**src/rtl/assc_regs.vh**
```
`ifndef ASSC_REGS_VH
`define ASSC_REGS_VH

// register addresses on the i/o port
`define ASSC_ADDR_CTRL_A 8'h00
`define ASSC_ADDR_STATUS 8'h05
`define ASSC_ADDR_TX_HOLD 8'h06
`define ASSC_ADDR_RX_HOLD 8'h08

// control_a_reg field positions
`define ASSC_CA_WAKEUP 7
`define ASSC_CA_RX_ON 6
`define ASSC_CA_TX_ON 5
`define ASSC_CA_RTS 4
`define ASSC_CA_ADDR_ERR_CLR 3
`define ASSC_CA_LEN 2
`define ASSC_CA_PAR 1
`define ASSC_CA_STOP 0

// status field positions
`define ASSC_ST_RX_FULL 7
`define ASSC_ST_OVERRUN 6
`define ASSC_ST_PARITY 5
`define ASSC_ST_FRAMING 4
`define ASSC_ST_RX_IRQ_ON 3
`define ASSC_ST_PIN_SEL 2
`define ASSC_ST_TX_EMPTY 1
`define ASSC_ST_TX_IRQ_ON 0

// reset values
`define ASSC_RST_CTRL_A 8'h10
`define ASSC_RST_STATUS 8'h00

// default bit time in core clocks
`define ASSC_BIT_CYCLES 16

`endif

```
**src/rtl/assc_top.v**
```verilog
// Operation
// - set rx full on load, even with faults
// - rx full clears: read, carrier, halt, reset
// - overrun when holding and fifo full and another char completes
// - error flags clear: clear bit zero, carrier, halt
// - parity fault only with parity enabled
// - framing fault when stop bit is zero
// - rx irq from flags when enabled
// - carrier rising edge also raises rx irq
// - shared pin: cts or clocked rx, by select
// - tx empty clears on write, sets on move
// - tx empty: one in halt, zero on cts
// - tx irq when enabled and empty
// - wakeup filter keeps only address bytes
// - filter inert without multidrop or when off
// - shared bit reads address flag, zero clears
// - format bits: length, parity, stop count
// - rx disable aborts, keeps flags
// - tx disable aborts, keeps tx empty
`timescale 1ns/10ps
`default_nettype none
`include "assc_regs.vh"

module assc_fifo #(
   parameter WIDTH = 11,
   parameter DEPTH = 8,
   parameter AW = 3
) (
   input wire i_clk,
   input wire i_rst_n,
   input wire i_flush,
   input wire i_valid,
   output wire o_ready,
   input wire [WIDTH-1:0] i_data,
   output wire o_valid,
   input wire i_ready,
   output wire [WIDTH-1:0] o_data
);
   reg [WIDTH-1:0] mem [0:DEPTH-1];
   reg [AW-1:0] wr_ptr_ff;
   reg [AW-1:0] rd_ptr_ff;
   reg [AW:0] count_ff;
   wire push = i_valid & o_ready;
   wire pop = o_valid & i_ready;
   assign o_ready = (count_ff != DEPTH[AW:0]);
   assign o_valid = (count_ff != {(AW+1){1'b0}});
   assign o_data = mem[rd_ptr_ff];
   always @(posedge i_clk) begin
      if (push) begin
         mem[wr_ptr_ff] <= i_data;
      end
   end
   always @(posedge i_clk or negedge i_rst_n) begin
      if (!i_rst_n) begin
         wr_ptr_ff <= {AW{1'b0}};
         rd_ptr_ff <= {AW{1'b0}};
         count_ff <= {(AW+1){1'b0}};
      end else if (i_flush) begin
         wr_ptr_ff <= {AW{1'b0}};
         rd_ptr_ff <= {AW{1'b0}};
         count_ff <= {(AW+1){1'b0}};
      end else begin
         if (push) begin
            wr_ptr_ff <= (wr_ptr_ff == DEPTH[AW-1:0] - 1'b1) ? {AW{1'b0}} : wr_ptr_ff + 1'b1;
         end
         if (pop) begin
            rd_ptr_ff <= (rd_ptr_ff == DEPTH[AW-1:0] - 1'b1) ? {AW{1'b0}} : rd_ptr_ff + 1'b1;
         end
         if (push & ~pop) begin
            count_ff <= count_ff + 1'b1;
         end else if (pop & ~push) begin
            count_ff <= count_ff - 1'b1;
         end
      end
   end
endmodule // assc_fifo

module assc_top #(
   parameter BIT_CYCLES = `ASSC_BIT_CYCLES,
   parameter PARITY_ODD = 0,
   parameter FIFO_DEPTH = 8
) (
   input wire i_core_clk,
   input wire i_rst_n,
   input wire [7:0] i_io_addr,
   input wire i_io_wr,
   input wire i_io_rd,
   input wire [7:0] i_io_wdata,
   output reg [7:0] o_io_rdata,
   input wire i_rxd,
   output reg o_txd,
   input wire i_carrier_detect_in,
   input wire i_ch1_shared_pin,
   output reg o_clocked_serial_rx_in,
   input wire i_io_halt_mode,
   input wire i_multidrop_format,
   input wire i_tx_addr_flag,
   output reg o_request_send_out0,
   output reg o_rx_irq,
   output reg o_tx_irq
);
   localparam R_IDLE = 2'h0;
   localparam R_START = 2'h1;
   localparam R_BITS = 2'h2;
   localparam [15:0] BIT_M1 = BIT_CYCLES - 1;
   localparam [15:0] HALF = BIT_CYCLES / 2;
   localparam PAR_ODD_B = (PARITY_ODD != 0);

   reg [1:0] rst_sync_ff;
   wire rst_n = rst_sync_ff[1];
   always @(posedge i_core_clk or negedge i_rst_n) begin
      if (!i_rst_n) begin
         rst_sync_ff <= 2'h0;
      end else begin
         rst_sync_ff <= {rst_sync_ff[0], 1'b1};
      end
   end

   // pins: three stages, a change counts when stages two and three agree
   reg [2:0] pin_s1_ff;
   reg [2:0] pin_s2_ff;
   reg [2:0] pin_s3_ff;
   reg [2:0] pin_ff;
   always @(posedge i_core_clk or negedge rst_n) begin
      if (!rst_n) begin
         // idle levels: rxd high, carrier and shared pin low, so no false edge
         pin_s1_ff <= 3'h1;
         pin_s2_ff <= 3'h1;
         pin_s3_ff <= 3'h1;
         pin_ff <= 3'h1;
      end else begin
         pin_s1_ff <= {i_ch1_shared_pin, i_carrier_detect_in, i_rxd};
         pin_s2_ff <= pin_s1_ff;
         pin_s3_ff <= pin_s2_ff;
         pin_ff <= (pin_s2_ff & pin_s3_ff) | (pin_ff & (pin_s2_ff | pin_s3_ff));
      end
   end
   wire rxd = pin_ff[0];
   wire dcd = pin_ff[1];
   wire shared = pin_ff[2];

   reg [7:0] ctrl_ff;
   reg rx_full_flag_ff, overrun_flag_ff, parity_fault_flag_ff, stop_bit_fault_flag_ff;
   reg rx_irq_on_ff, ch1_pin_select_ff, tx_empty_flag_ff, tx_irq_on_ff;
   reg dcd_d_ff, dcd_evt_ff, last_addr_bit_ff;
   reg [7:0] rx_holding_reg_ff, tx_holding_reg_ff;

   wire halt = i_io_halt_mode;
   wire mdrop = i_multidrop_format;
   wire len8 = ctrl_ff[`ASSC_CA_LEN];
   wire par_on = ctrl_ff[`ASSC_CA_PAR];
   wire rx_on = ctrl_ff[`ASSC_CA_RX_ON];
   wire tx_on = ctrl_ff[`ASSC_CA_TX_ON];
   wire wr_ctrl = i_io_wr & (i_io_addr == `ASSC_ADDR_CTRL_A);
   wire wr_stat = i_io_wr & (i_io_addr == `ASSC_ADDR_STATUS);
   wire wr_tx = i_io_wr & (i_io_addr == `ASSC_ADDR_TX_HOLD);
   wire rd_rx = i_io_rd & (i_io_addr == `ASSC_ADDR_RX_HOLD);
   wire rd_stat = i_io_rd & (i_io_addr == `ASSC_ADDR_STATUS);
   wire err_clr = wr_ctrl & ~i_io_wdata[`ASSC_CA_ADDR_ERR_CLR];
   wire cts_hi = ch1_pin_select_ff & shared;
   wire tx_flag = tx_empty_flag_ff & ~cts_hi;

   // receive shifter
   reg [1:0] rx_st_ff;
   reg [15:0] rx_cnt_ff;
   reg [3:0] rx_idx_ff;
   reg [11:0] rx_bits_ff;
   wire [3:0] dlen = 4'h7 + {3'h0, len8};
   wire [3:0] rx_last = dlen + {3'h0, par_on} + {3'h0, mdrop};
   wire rx_done = (rx_st_ff == R_BITS) & (rx_cnt_ff == 16'h0000) & (rx_idx_ff == rx_last);
   wire [7:0] rx_data = len8 ? rx_bits_ff[7:0] : {1'b0, rx_bits_ff[6:0]};
   wire rx_par_bit = rx_bits_ff[dlen];
   wire rx_addr_bit = rx_bits_ff[dlen + {3'h0, par_on}];
   wire rx_par_err = par_on & (^rx_data ^ rx_par_bit ^ PAR_ODD_B);
   wire rx_stop_err = ~rxd;
   wire rx_keep = ~(mdrop & ctrl_ff[`ASSC_CA_WAKEUP] & ~rx_addr_bit);
   wire rx_abort = ~rx_on | dcd | halt;

   always @(posedge i_core_clk or negedge rst_n) begin
      if (!rst_n) begin
         rx_st_ff <= R_IDLE;
         rx_cnt_ff <= 16'h0000;
         rx_idx_ff <= 4'h0;
         rx_bits_ff <= 12'h000;
      end else if (rx_abort) begin
         rx_st_ff <= R_IDLE;
      end else begin
         case (rx_st_ff)
            R_IDLE: begin
               if (!rxd) begin
                  rx_st_ff <= R_START;
                  // confirm the start bit near its middle, not at its end
                  rx_cnt_ff <= HALF - 16'h0001;
               end
            end
            R_START: begin
               if (rx_cnt_ff != 16'h0000) begin
                  rx_cnt_ff <= rx_cnt_ff - 16'h0001;
               end else if (!rxd) begin
                  rx_st_ff <= R_BITS;
                  rx_cnt_ff <= BIT_M1;
                  rx_idx_ff <= 4'h0;
               end else begin
                  rx_st_ff <= R_IDLE;
               end
            end
            R_BITS: begin
               if (rx_cnt_ff != 16'h0000) begin
                  rx_cnt_ff <= rx_cnt_ff - 16'h0001;
               end else begin
                  rx_bits_ff[rx_idx_ff] <= rxd;
                  rx_cnt_ff <= BIT_M1;
                  rx_idx_ff <= rx_idx_ff + 4'h1;
                  if (rx_idx_ff == rx_last) begin
                     rx_st_ff <= R_IDLE;
                  end
               end
            end
            default: begin
               rx_st_ff <= R_IDLE;
            end
         endcase
      end
   end

   // received characters wait in the fifo until the holding register is free
   wire fifo_in_ready, fifo_out_valid;
   wire [9:0] fifo_out;
   wire rx_push = rx_done & rx_keep & ~rx_abort;
   wire rx_clr = dcd | halt;
   wire rx_load = fifo_out_valid & ~rx_full_flag_ff & ~rx_clr;
   assc_fifo #(.WIDTH(10), .DEPTH(FIFO_DEPTH), .AW(3)) u_rx_fifo (
      .i_clk(i_core_clk),
      .i_rst_n(rst_n),
      .i_flush(rx_clr),
      .i_valid(rx_push),
      .o_ready(fifo_in_ready),
      .i_data({rx_stop_err, rx_par_err, rx_data}),
      .o_valid(fifo_out_valid),
      .i_ready(~rx_full_flag_ff & ~rx_clr),
      .o_data(fifo_out)
   );
   wire ovr_set = rx_push & ~fifo_in_ready;

   // transmit shifter
   reg [12:0] tx_sh_ff;
   reg [3:0] tx_left_ff;
   reg [15:0] tx_cnt_ff;
   reg [12:0] tx_frame;
   reg [3:0] tx_pos;
   wire [7:0] tx_data = len8 ? tx_holding_reg_ff : {1'b0, tx_holding_reg_ff[6:0]};
   wire tx_busy = (tx_left_ff != 4'h0);
   wire tx_move = ~tx_busy & tx_on & ~tx_empty_flag_ff & ~cts_hi & ~halt;
   wire [3:0] tx_len = dlen + {3'h0, par_on} + {3'h0, mdrop} + {3'h0, ctrl_ff[`ASSC_CA_STOP]}
                       + 4'h2;
   always @* begin
      tx_frame = 13'h1FFF;
      tx_frame[0] = 1'b0;
      tx_frame[7:1] = tx_data[6:0];
      if (len8) begin
         tx_frame[8] = tx_data[7];
      end
      tx_pos = dlen + 4'h1;
      if (par_on) begin
         tx_frame[tx_pos] = ^tx_data ^ PAR_ODD_B;
         tx_pos = tx_pos + 4'h1;
      end
      if (mdrop) begin
         tx_frame[tx_pos] = i_tx_addr_flag;
      end
   end
   always @(posedge i_core_clk or negedge rst_n) begin
      if (!rst_n) begin
         tx_sh_ff <= 13'h1FFF;
         tx_left_ff <= 4'h0;
         tx_cnt_ff <= 16'h0000;
         o_txd <= 1'b1;
      end else begin
         o_txd <= ~tx_busy | tx_sh_ff[0];
         if (~tx_on | halt) begin
            tx_left_ff <= 4'h0;
         end else if (tx_move) begin
            tx_sh_ff <= tx_frame;
            tx_left_ff <= tx_len;
            tx_cnt_ff <= BIT_M1;
         end else if (tx_busy) begin
            if (tx_cnt_ff != 16'h0000) begin
               tx_cnt_ff <= tx_cnt_ff - 16'h0001;
            end else begin
               tx_sh_ff <= {1'b1, tx_sh_ff[12:1]};
               tx_left_ff <= tx_left_ff - 4'h1;
               tx_cnt_ff <= BIT_M1;
            end
         end
      end
   end

   // registers and flags
   always @(posedge i_core_clk or negedge rst_n) begin
      if (!rst_n) begin
         ctrl_ff <= `ASSC_RST_CTRL_A;
         rx_full_flag_ff <= 1'b0;
         overrun_flag_ff <= 1'b0;
         parity_fault_flag_ff <= 1'b0;
         stop_bit_fault_flag_ff <= 1'b0;
         rx_irq_on_ff <= 1'b0;
         ch1_pin_select_ff <= 1'b0;
         tx_empty_flag_ff <= 1'b1;
         tx_irq_on_ff <= 1'b0;
         dcd_d_ff <= 1'b0;
         dcd_evt_ff <= 1'b0;
         last_addr_bit_ff <= 1'b0;
         rx_holding_reg_ff <= 8'h00;
         tx_holding_reg_ff <= 8'h00;
      end else begin
         if (wr_ctrl) begin
            ctrl_ff <= i_io_wdata;
         end
         if (halt) begin
            ctrl_ff[`ASSC_CA_RX_ON] <= 1'b0;
            ctrl_ff[`ASSC_CA_TX_ON] <= 1'b0;
         end
         if (wr_stat) begin
            rx_irq_on_ff <= i_io_wdata[`ASSC_ST_RX_IRQ_ON];
            ch1_pin_select_ff <= i_io_wdata[`ASSC_ST_PIN_SEL];
            tx_irq_on_ff <= i_io_wdata[`ASSC_ST_TX_IRQ_ON];
         end
         if (rx_done & mdrop) begin
            last_addr_bit_ff <= rx_addr_bit;
         end
         if (rx_load) begin
            rx_holding_reg_ff <= fifo_out[7:0];
         end
         rx_full_flag_ff <= ~rx_clr & (rx_load | (rx_full_flag_ff & ~rd_rx));
         overrun_flag_ff <= ~rx_clr & (ovr_set | (overrun_flag_ff & ~err_clr));
         parity_fault_flag_ff <= ~rx_clr & ((rx_load & fifo_out[8])
                                 | (parity_fault_flag_ff & ~err_clr));
         stop_bit_fault_flag_ff <= ~rx_clr & ((rx_load & fifo_out[9])
                                   | (stop_bit_fault_flag_ff & ~err_clr));
         dcd_d_ff <= dcd;
         dcd_evt_ff <= (dcd & ~dcd_d_ff) | (dcd_evt_ff & ~rd_stat);
         if (wr_tx) begin
            tx_holding_reg_ff <= i_io_wdata;
         end
         if (halt) begin
            tx_empty_flag_ff <= 1'b1;
         end else if (wr_tx) begin
            tx_empty_flag_ff <= 1'b0;
         end else if (tx_move) begin
            tx_empty_flag_ff <= 1'b1;
         end
      end
   end

   // registered outputs
   always @(posedge i_core_clk or negedge rst_n) begin
      if (!rst_n) begin
         o_io_rdata <= 8'h00;
         o_clocked_serial_rx_in <= 1'b1;
         o_request_send_out0 <= 1'b1;
         o_rx_irq <= 1'b0;
         o_tx_irq <= 1'b0;
      end else begin
         if (i_io_rd) begin
            case (i_io_addr)
               `ASSC_ADDR_CTRL_A: o_io_rdata <= {ctrl_ff[7:4], last_addr_bit_ff, ctrl_ff[2:0]};
               `ASSC_ADDR_STATUS: o_io_rdata <= {rx_full_flag_ff, overrun_flag_ff,
                  parity_fault_flag_ff, stop_bit_fault_flag_ff, rx_irq_on_ff,
                  ch1_pin_select_ff, tx_flag, tx_irq_on_ff};
               `ASSC_ADDR_TX_HOLD: o_io_rdata <= tx_holding_reg_ff;
               `ASSC_ADDR_RX_HOLD: o_io_rdata <= rx_holding_reg_ff;
               default: o_io_rdata <= 8'h00;
            endcase
         end
         o_clocked_serial_rx_in <= ch1_pin_select_ff | shared;
         o_request_send_out0 <= ctrl_ff[`ASSC_CA_RTS];
         o_rx_irq <= rx_irq_on_ff & (rx_full_flag_ff | overrun_flag_ff | parity_fault_flag_ff
                     | stop_bit_fault_flag_ff | dcd_evt_ff);
         o_tx_irq <= tx_irq_on_ff & tx_flag;
      end
   end
endmodule // assc_top
`default_nettype wire

```
**config.mk**
```make
export PLATFORM = sky130hd
export DESIGN_NAME = assc_top
export DESIGN_NICKNAME = d
export VERILOG_FILES = /design/src/rtl/assc_top.v
export VERILOG_INCLUDE_DIRS = /design/src /design/src/rtl
export SDC_FILE = /design/constraint.sdc
export NUM_CORES = 1
export LEC_CHECK = 0
export CORE_ASPECT_RATIO = 1.5
export CORE_MARGIN = 3
export CORE_UTILIZATION = 35
export DETAILED_ROUTE_END_ITERATION = 8
export DONT_BUFFER_PORTS = 1
export GPL_TIMING_DRIVEN = 0
export MAX_ROUTING_LAYER = met4
export REMOVE_ABC_BUFFERS = 1
export SLEW_MARGIN = 5
export SYNTH_ARGS = -nofsm -noshare
export SYNTH_HDL_FRONTEND = slang
export SYNTH_SLANG_ARGS = --single-unit
export TNS_END_PERCENT = 5
```
**constraint.sdc**
```tcl
create_clock -name i_core_clk -period 4.5 [get_ports i_core_clk]
set_clock_uncertainty 0.15 [all_clocks]
set_input_delay 0.45 -clock i_core_clk [delete_from_list [all_inputs] [get_ports i_core_clk]]
set_output_delay 0.45 -clock i_core_clk [all_outputs]
set_load 0.03 [all_outputs]
```
Word-level counts from Yosys, hierarchy flattened

Memory sizes are Yosys's and may differ from the RTL's.
Cells that the tools add are included.
Widths: inputs -> output; s select.

Register bits after elaboration: 139
RAM bits: 80
Output and inout port bits: 13
Memories kept: 1

Memories:

| memory        | depth | bits a word | rd ports | clocked after Yosys merged registers in | wr ports | line          | text |
|---|---|---|---|---|---|---|---|
| u_rx_fifo.mem | 8     | 10          | 1        | 0                                       | 1        | assc_top.v:39 | `reg [WIDTH-1:0] mem [0:DEPTH-1];` |

Add/sub/neg operators: 15
$lt $le $gt $ge: 8
Eq/ne operators: 20
Multiplexer cells: 62
Bitwise logic cells: 84
Reduce and logical (&&, ||, !) cells: 28

Operator list:

| cell                  | number |
|---|---|
| $mux 16               | 7 |
| $mux 13               | 5 |
| $pmux 16 s3           | 1 |
| $mux 4                | 11 |
| $and 1x1->1           | 42 |
| $pmux 8 s4            | 1 |
| $reduce_bool 16->1    | 2 |
| $sub 16x1->16 const B | 2 |
| $bwmux 13             | 2 |
| $lt 4x5->1 const B    | 5 |
| $not 1->1             | 22 |
| $mux 3                | 6 |
| $add 4x1->4 const B   | 4 |
| $eq 8x3->1 const B    | 2 |
| $logic_not 16->1      | 1 |
| $mux 8                | 2 |
| $reduce_xor 8->1      | 2 |
| $ne 3x3->1 const B    | 5 |
| $or 1x1->1            | 15 |
| $mux 2                | 7 |
| $add 4x1->4           | 3 |
| $bwmux 12             | 1 |
| $demux 1 s4           | 3 |
| $ge 4x1->1 const B    | 3 |
| 30 further kinds      | 63 |

Longest topological paths before layout

Depth after elaboration: 15
Depth in mapped cells: 19
Depth with buffers taken out: 18

Modules after synthesis

Synthesis repeated with hierarchy kept, for this count alone.

Cell total of the unflattened synthesis: 797
Area total of the unflattened synthesis: 9953.3 um^2

Modules (own cells, without submodules):

| module    | instances | cells an instance | area each (um^2) |
|---|---|---|---|
| assc_top  | 1         | 604               | 6231.0 |
| assc_fifo | 1         | 193               | 3722.3 |

Worst setup path before layout

OpenSTA, ideal clock, no wires.

Path kind: register -> register
Start point: register ctrl_ff[2]
End point: register u_rx_fifo.count_ff[3]
Library setup time: 0.131 ns
Data arrival time: 3.825 ns
Data required time: 4.219 ns
Setup slack: 0.393 ns
Stages on the path, launching flop included: 18
Clock period less this slack: 4.107 ns
Cells stage by stage: dfrtp_1 > inv_1 > ha_1 > inv_1 > ha_1 > ha_1 > xor3_2 > nand4_2 > a2111oi_4 > a21boi_4 > clkbuf_8 > nand2_1 > ha_1 > a21o_1 > a21oi_1 > nor2_1 > a221oi_1 > a31oi_1

Word-level cells in the longest chain between the ends: 13

Ends and longest elaborated chain:

| item                                                                | line                           | text |
|---|---|---|
| from (decl)                                                         | assc_top.v:142                 | `reg [7:0] ctrl_ff;` |
| from (signal assigned)                                              | assc_top.v:301                 | `` ctrl_ff <= `ASSC_RST_CTRL_A; `` |
| from (signal assigned)                                              | assc_top.v:317                 | `ctrl_ff <= i_io_wdata;` |
| $add 3x1->4 (*)                                                     | assc_top.v:168                 | `wire [3:0] dlen = 4'h7 + {3'h0, len8};` |
| $add 4x1->4 (*)                                                     | assc_top.v:169, assc_top.v:173 |  |
| parallel branches: the longest is 5 deep, another holds $add 4x1->4 | n/a                            |  |
| $and 1x1->1 (*) (2 in series)                                       | assc_top.v:229                 | `wire rx_push = rx_done & rx_keep & ~rx_abort;` |
| $and 1x1->1 (*)                                                     | assc_top.v:43                  | `wire push = i_valid & o_ready;` |
| $and 1x1->1 / $not 1->1 (equally long branches)                     | assc_top.v:69, assc_top.v:71   |  |
| $mux 4 / $and 1x1->1 (equally long branches)                        | assc_top.v:69, assc_top.v:71   |  |
| $mux 4 / $reduce_bool 3->1 (equally long branches)                  | n/a                            |  |
| to (signal assigned)                                                | assc_top.v:57                  | `count_ff <= {(AW+1){1'b0}};` |
| to (signal assigned)                                                | assc_top.v:61                  | `count_ff <= {(AW+1){1'b0}};` |
| to (signal assigned)                                                | assc_top.v:70                  | `count_ff <= count_ff + 1'b1;` |
| to (decl)                                                           | assc_top.v:42                  | `reg [AW:0] count_ff;` |

Every way passes the cells marked *. The select of a mux whose other input is x is not followed.
A chain may end at the register's enable or synchronous reset.

Worst setup path in the final report

Same ends and word-level chain as after synthesis.

==> metrics <==
CTS clock-pin slew for the worst setup and hold paths=0.06 ns; EDFF count, synth=80; Num CTS Buffers=21; DRC violations left=0; nature of the critical path endpoint=flip-flop; WL final=20600 um; worst vdd ir=0.208 mV; crit path launch=ctrl_ff[2]; CTS Buffer Depth=3; antenna cell count=0; Most used DFF post-synth=dfrtp_1; GRT overflow=0; r2r startpoint=ctrl_ff[2]; Core Rows=74; I/O pins=39; Clock Latency Late Sink=0.49 ns; Setup crit end=u_rx_fifo.count_ff[3]; total number of vias=6078; worst setup margin=0.343 ns; dpl cells=1114; pin count of the biggest net entering global routing=66; initial antenna violation count=0; Initial Utilization=36.0%; DRT Pass-1 Iters=5; Clock Root Buffer=clkbuf_16; path depth of the worst reg2reg path=17; Avg Inst Size Synth=12.5 um2; first-pass GRT wire length=34200 um; hold wc startpoint=i_tx_addr_flag; Die Span Y=212 um; register bit total from synthesis=215; RR Endpoint=u_rx_fifo.count_ff[3]; power per cell area=396 nW/um2; RePlAce Congestion=0.791; Placement Cell Area=10400 um2; Slew Limit Fails=0; vias in the first global route=6351; cells after synthesis=795; worst path required time=4.72 ns; Hold Crit Depth=2; dpl ws=-0.449 ns; ys async rst share=62.8%; max frequency=241 MHz; Port-buffer cells=0; setup slack, reg-to-reg=0.34 ns; share of cells above drive strength 1=17.2%; Slew HR=33.5%; leak pwr=4.48 nW; CTS HTree Levels=1; Finished Layout Cells=1172; ANT nets after route=0; Die Width=144 um; setup TNS=0 ns; RSZ-0062 raised after global routing=no; Routed WL per cell=17.6 um; Die Area=30500 um2; crit path max fanout=8; core area=27600 um2; Iteration-0 DRC Markers=325; DP Wirelength=14000 um; Slew @ Worst Pin=0.989 ns; Min-Delay Path Class=in2reg; global-route usage over all layers=14.3%; final setup violation count=0; final period utilization=92.4%; Seq/Total Area, Yosys=58.4%; nets@finish=868; Setup Crit Path Kind=reg2reg; synthesized area=9940 um2; number of max-cap violations=0; CTS tree=done; Unique masters post-synth=78; crit path time final=4.16 ns; status=finished clean; drt via density=5.19; Area Overhead vs Synth=12.9%; data arrival time of the critical path=4.38 ns; critical path launch point type=flip-flop; Final Power=4.45 mW; Sink Count=215; Fin. Hold Viols=0; Ys Warns=0; post-route cell area=11200 um2
==> layout by cell type, fill, tap and decap left out, types with 8 or more instances in the layout <==
cell type	netlist	final
xnor2_1	28	28
o21ai_0	29	28
a22o_1	8	8
nand2_1	96	96
nand2b_1	10	10
clkinv_1	1	10
nor2_1	65	59
ha_1	24	24
nor3_1	18	16
dfstp_2	21	21
a21oi_1	18	17
dlygate4sd3_1	0	17
or3_1	8	8
a31oi_1	13	13
nand4_1	10	10
dfrtp_1	114	112
mux2_2	27	27
mux2i_1	17	17
inv_1	23	23
mux4_2	20	20
clkbuf_16	0	21
xor2_1	16	16
nand3_1	16	16
edfxtp_1	80	80
==> stage by stage <==
stage | util [%] | hold slack (ns)
after global routing | 40.7 | 0.0199
after floorplan | - | 0.00441
after global placement | 37.1 | 0.00454
after detailed placement | 37.5 | 0.00453
final | 40.7 | 0.0237
after CTS | 40.6 | 0.00323
==> state kept, by name (all words and copies together) (netlist names), 4 cells and up <==
| name | flops |
|---|---|
| tx_left_ff | 4 |
| tx_holding_reg_ff | 8 |
| rx_idx_ff | 4 |
| tx_sh_ff | 12 |
| u_rx_fifo.count_ff | 4 |
| rx_bits_ff | 10 |
| rx_cnt_ff | 16 |
| tx_cnt_ff | 16 |
| u_rx_fifo.mem | 80 |
| ctrl_ff | 7 |
| rx_holding_reg_ff | 8 |
| o_io_rdata | 8 |
==> timing repair <==
item                                    CTS  global route
resized for setup                         6             1
hold buffers                             17             0
endpoints found under the setup margin   73             1
cloned                                    0             0
setup buffers                             2             2
endpoints found under the hold margin    26             0
pin swaps                                 1             0
==> where the power goes <==
group          internal [mW]  leakage (nW)  total, mW  switching (mW)
logic                  0.261          1.62      0.511           0.249
registers               2.11          2.55       2.25           0.142
clock network          0.965         0.305       1.69           0.723
==> layer usage <==
metal | GRT usage [%] | vias up | wire (um)
met2 | 24.9 | 114 | 10700
met3 | 1.85 | 40 | 730
met4 | 5.10 | 0 | 649
li1 | - | 2922 | -
met1 | 17.0 | 3002 | 8480
met5 | - | - | 0
==> worst min path at each step <==
stage                           to  slack, ns
floorplan           rst_sync_ff[0]      0.004
global placement    rst_sync_ff[0]      0.005
detailed placement  rst_sync_ff[0]      0.005
CTS                   tx_sh_ff[11]      0.003
global route        rst_sync_ff[1]       0.02
finish                tx_sh_ff[11]       0.02
==> area by class of cell <==
cell class	count	area, um2
Clock buffer	24	537
Tap cell	342	428
Inverter	24	90.1
Fill cell	2601	16400
Timing Repair Buffer	27	300
Multi-Input combinational cell	527	3950
Sequential cell	215	5810
Clock inverter	13	106
==> worst max-delay path: stages, from the launching register on <==
cell and delay (ns):
dfrtp_1 0.51, inv_1 0.14, ha_1 0.41, inv_1 0.07, ha_1 0.19, ha_1 0.22, xor3_2 0.31, nand4_2 0.14
a2111oi_4 0.20, buf_4 0.21, a21boi_4 0.21, nand2_1 0.11, ha_1 0.31, a21o_1 0.19, a21oi_2 0.23, nor2_1 0.07
a221oi_1 0.25, a31oi_1 0.11
==> kinds of logic (layout without fill, tap and decap cells) <==
logic type,after synthesis,count (layout),synth area share (%)
xor gates and xnor gates,47,47,4.52
adders and majority gates,29,29,3.72
AOI/OAI and AO/OA,103,103,7.25
DFF,215,215,58.4
and+or+nand+nor,282,282,14.2
other,1,1,0.0377
muxes,65,65,9.56
buffers and inverters,53,88,2.34
==> synth_stat cells (all sizes together), types with 3 or more instances <==
library cell / n / share of area, %
nor2b: 6 / 0.38
nand2: 96 / 3.6
nand3: 16 / 0.81
or2: 7 / 0.44
or3: 8 / 0.50
mux4: 21 / 4.8
dfstp: 21 / 5.5
mux2: 27 / 3.1
buf: 8 / 0.48
clkbuf: 20 / 0.86
nor3b: 5 / 0.43
nor4b: 4 / 0.48
o21ai: 29 / 1.5
nand2b: 10 / 0.63
or4: 6 / 0.49
xor2: 17 / 1.6
xnor2: 28 / 2.5
nand3b: 3 / 0.23
nand4: 11 / 0.75
nor2: 66 / 2.6
nor4: 6 / 0.44
nor3: 19 / 1.0
a21oi: 19 / 0.99
edfxtp: 80 / 24
and2: 7 / 0.45
mux2i: 17 / 1.7
ha: 24 / 3.0
dfrtp: 114 / 29
inv: 23 / 0.87
a31oi: 13 / 0.82
and3: 5 / 0.31
a22o: 8 / 0.70
maj3: 3 / 0.30
o21a: 4 / 0.30
a222oi: 7 / 0.70
Note: power is estimated with default switching activity, not from simulation.
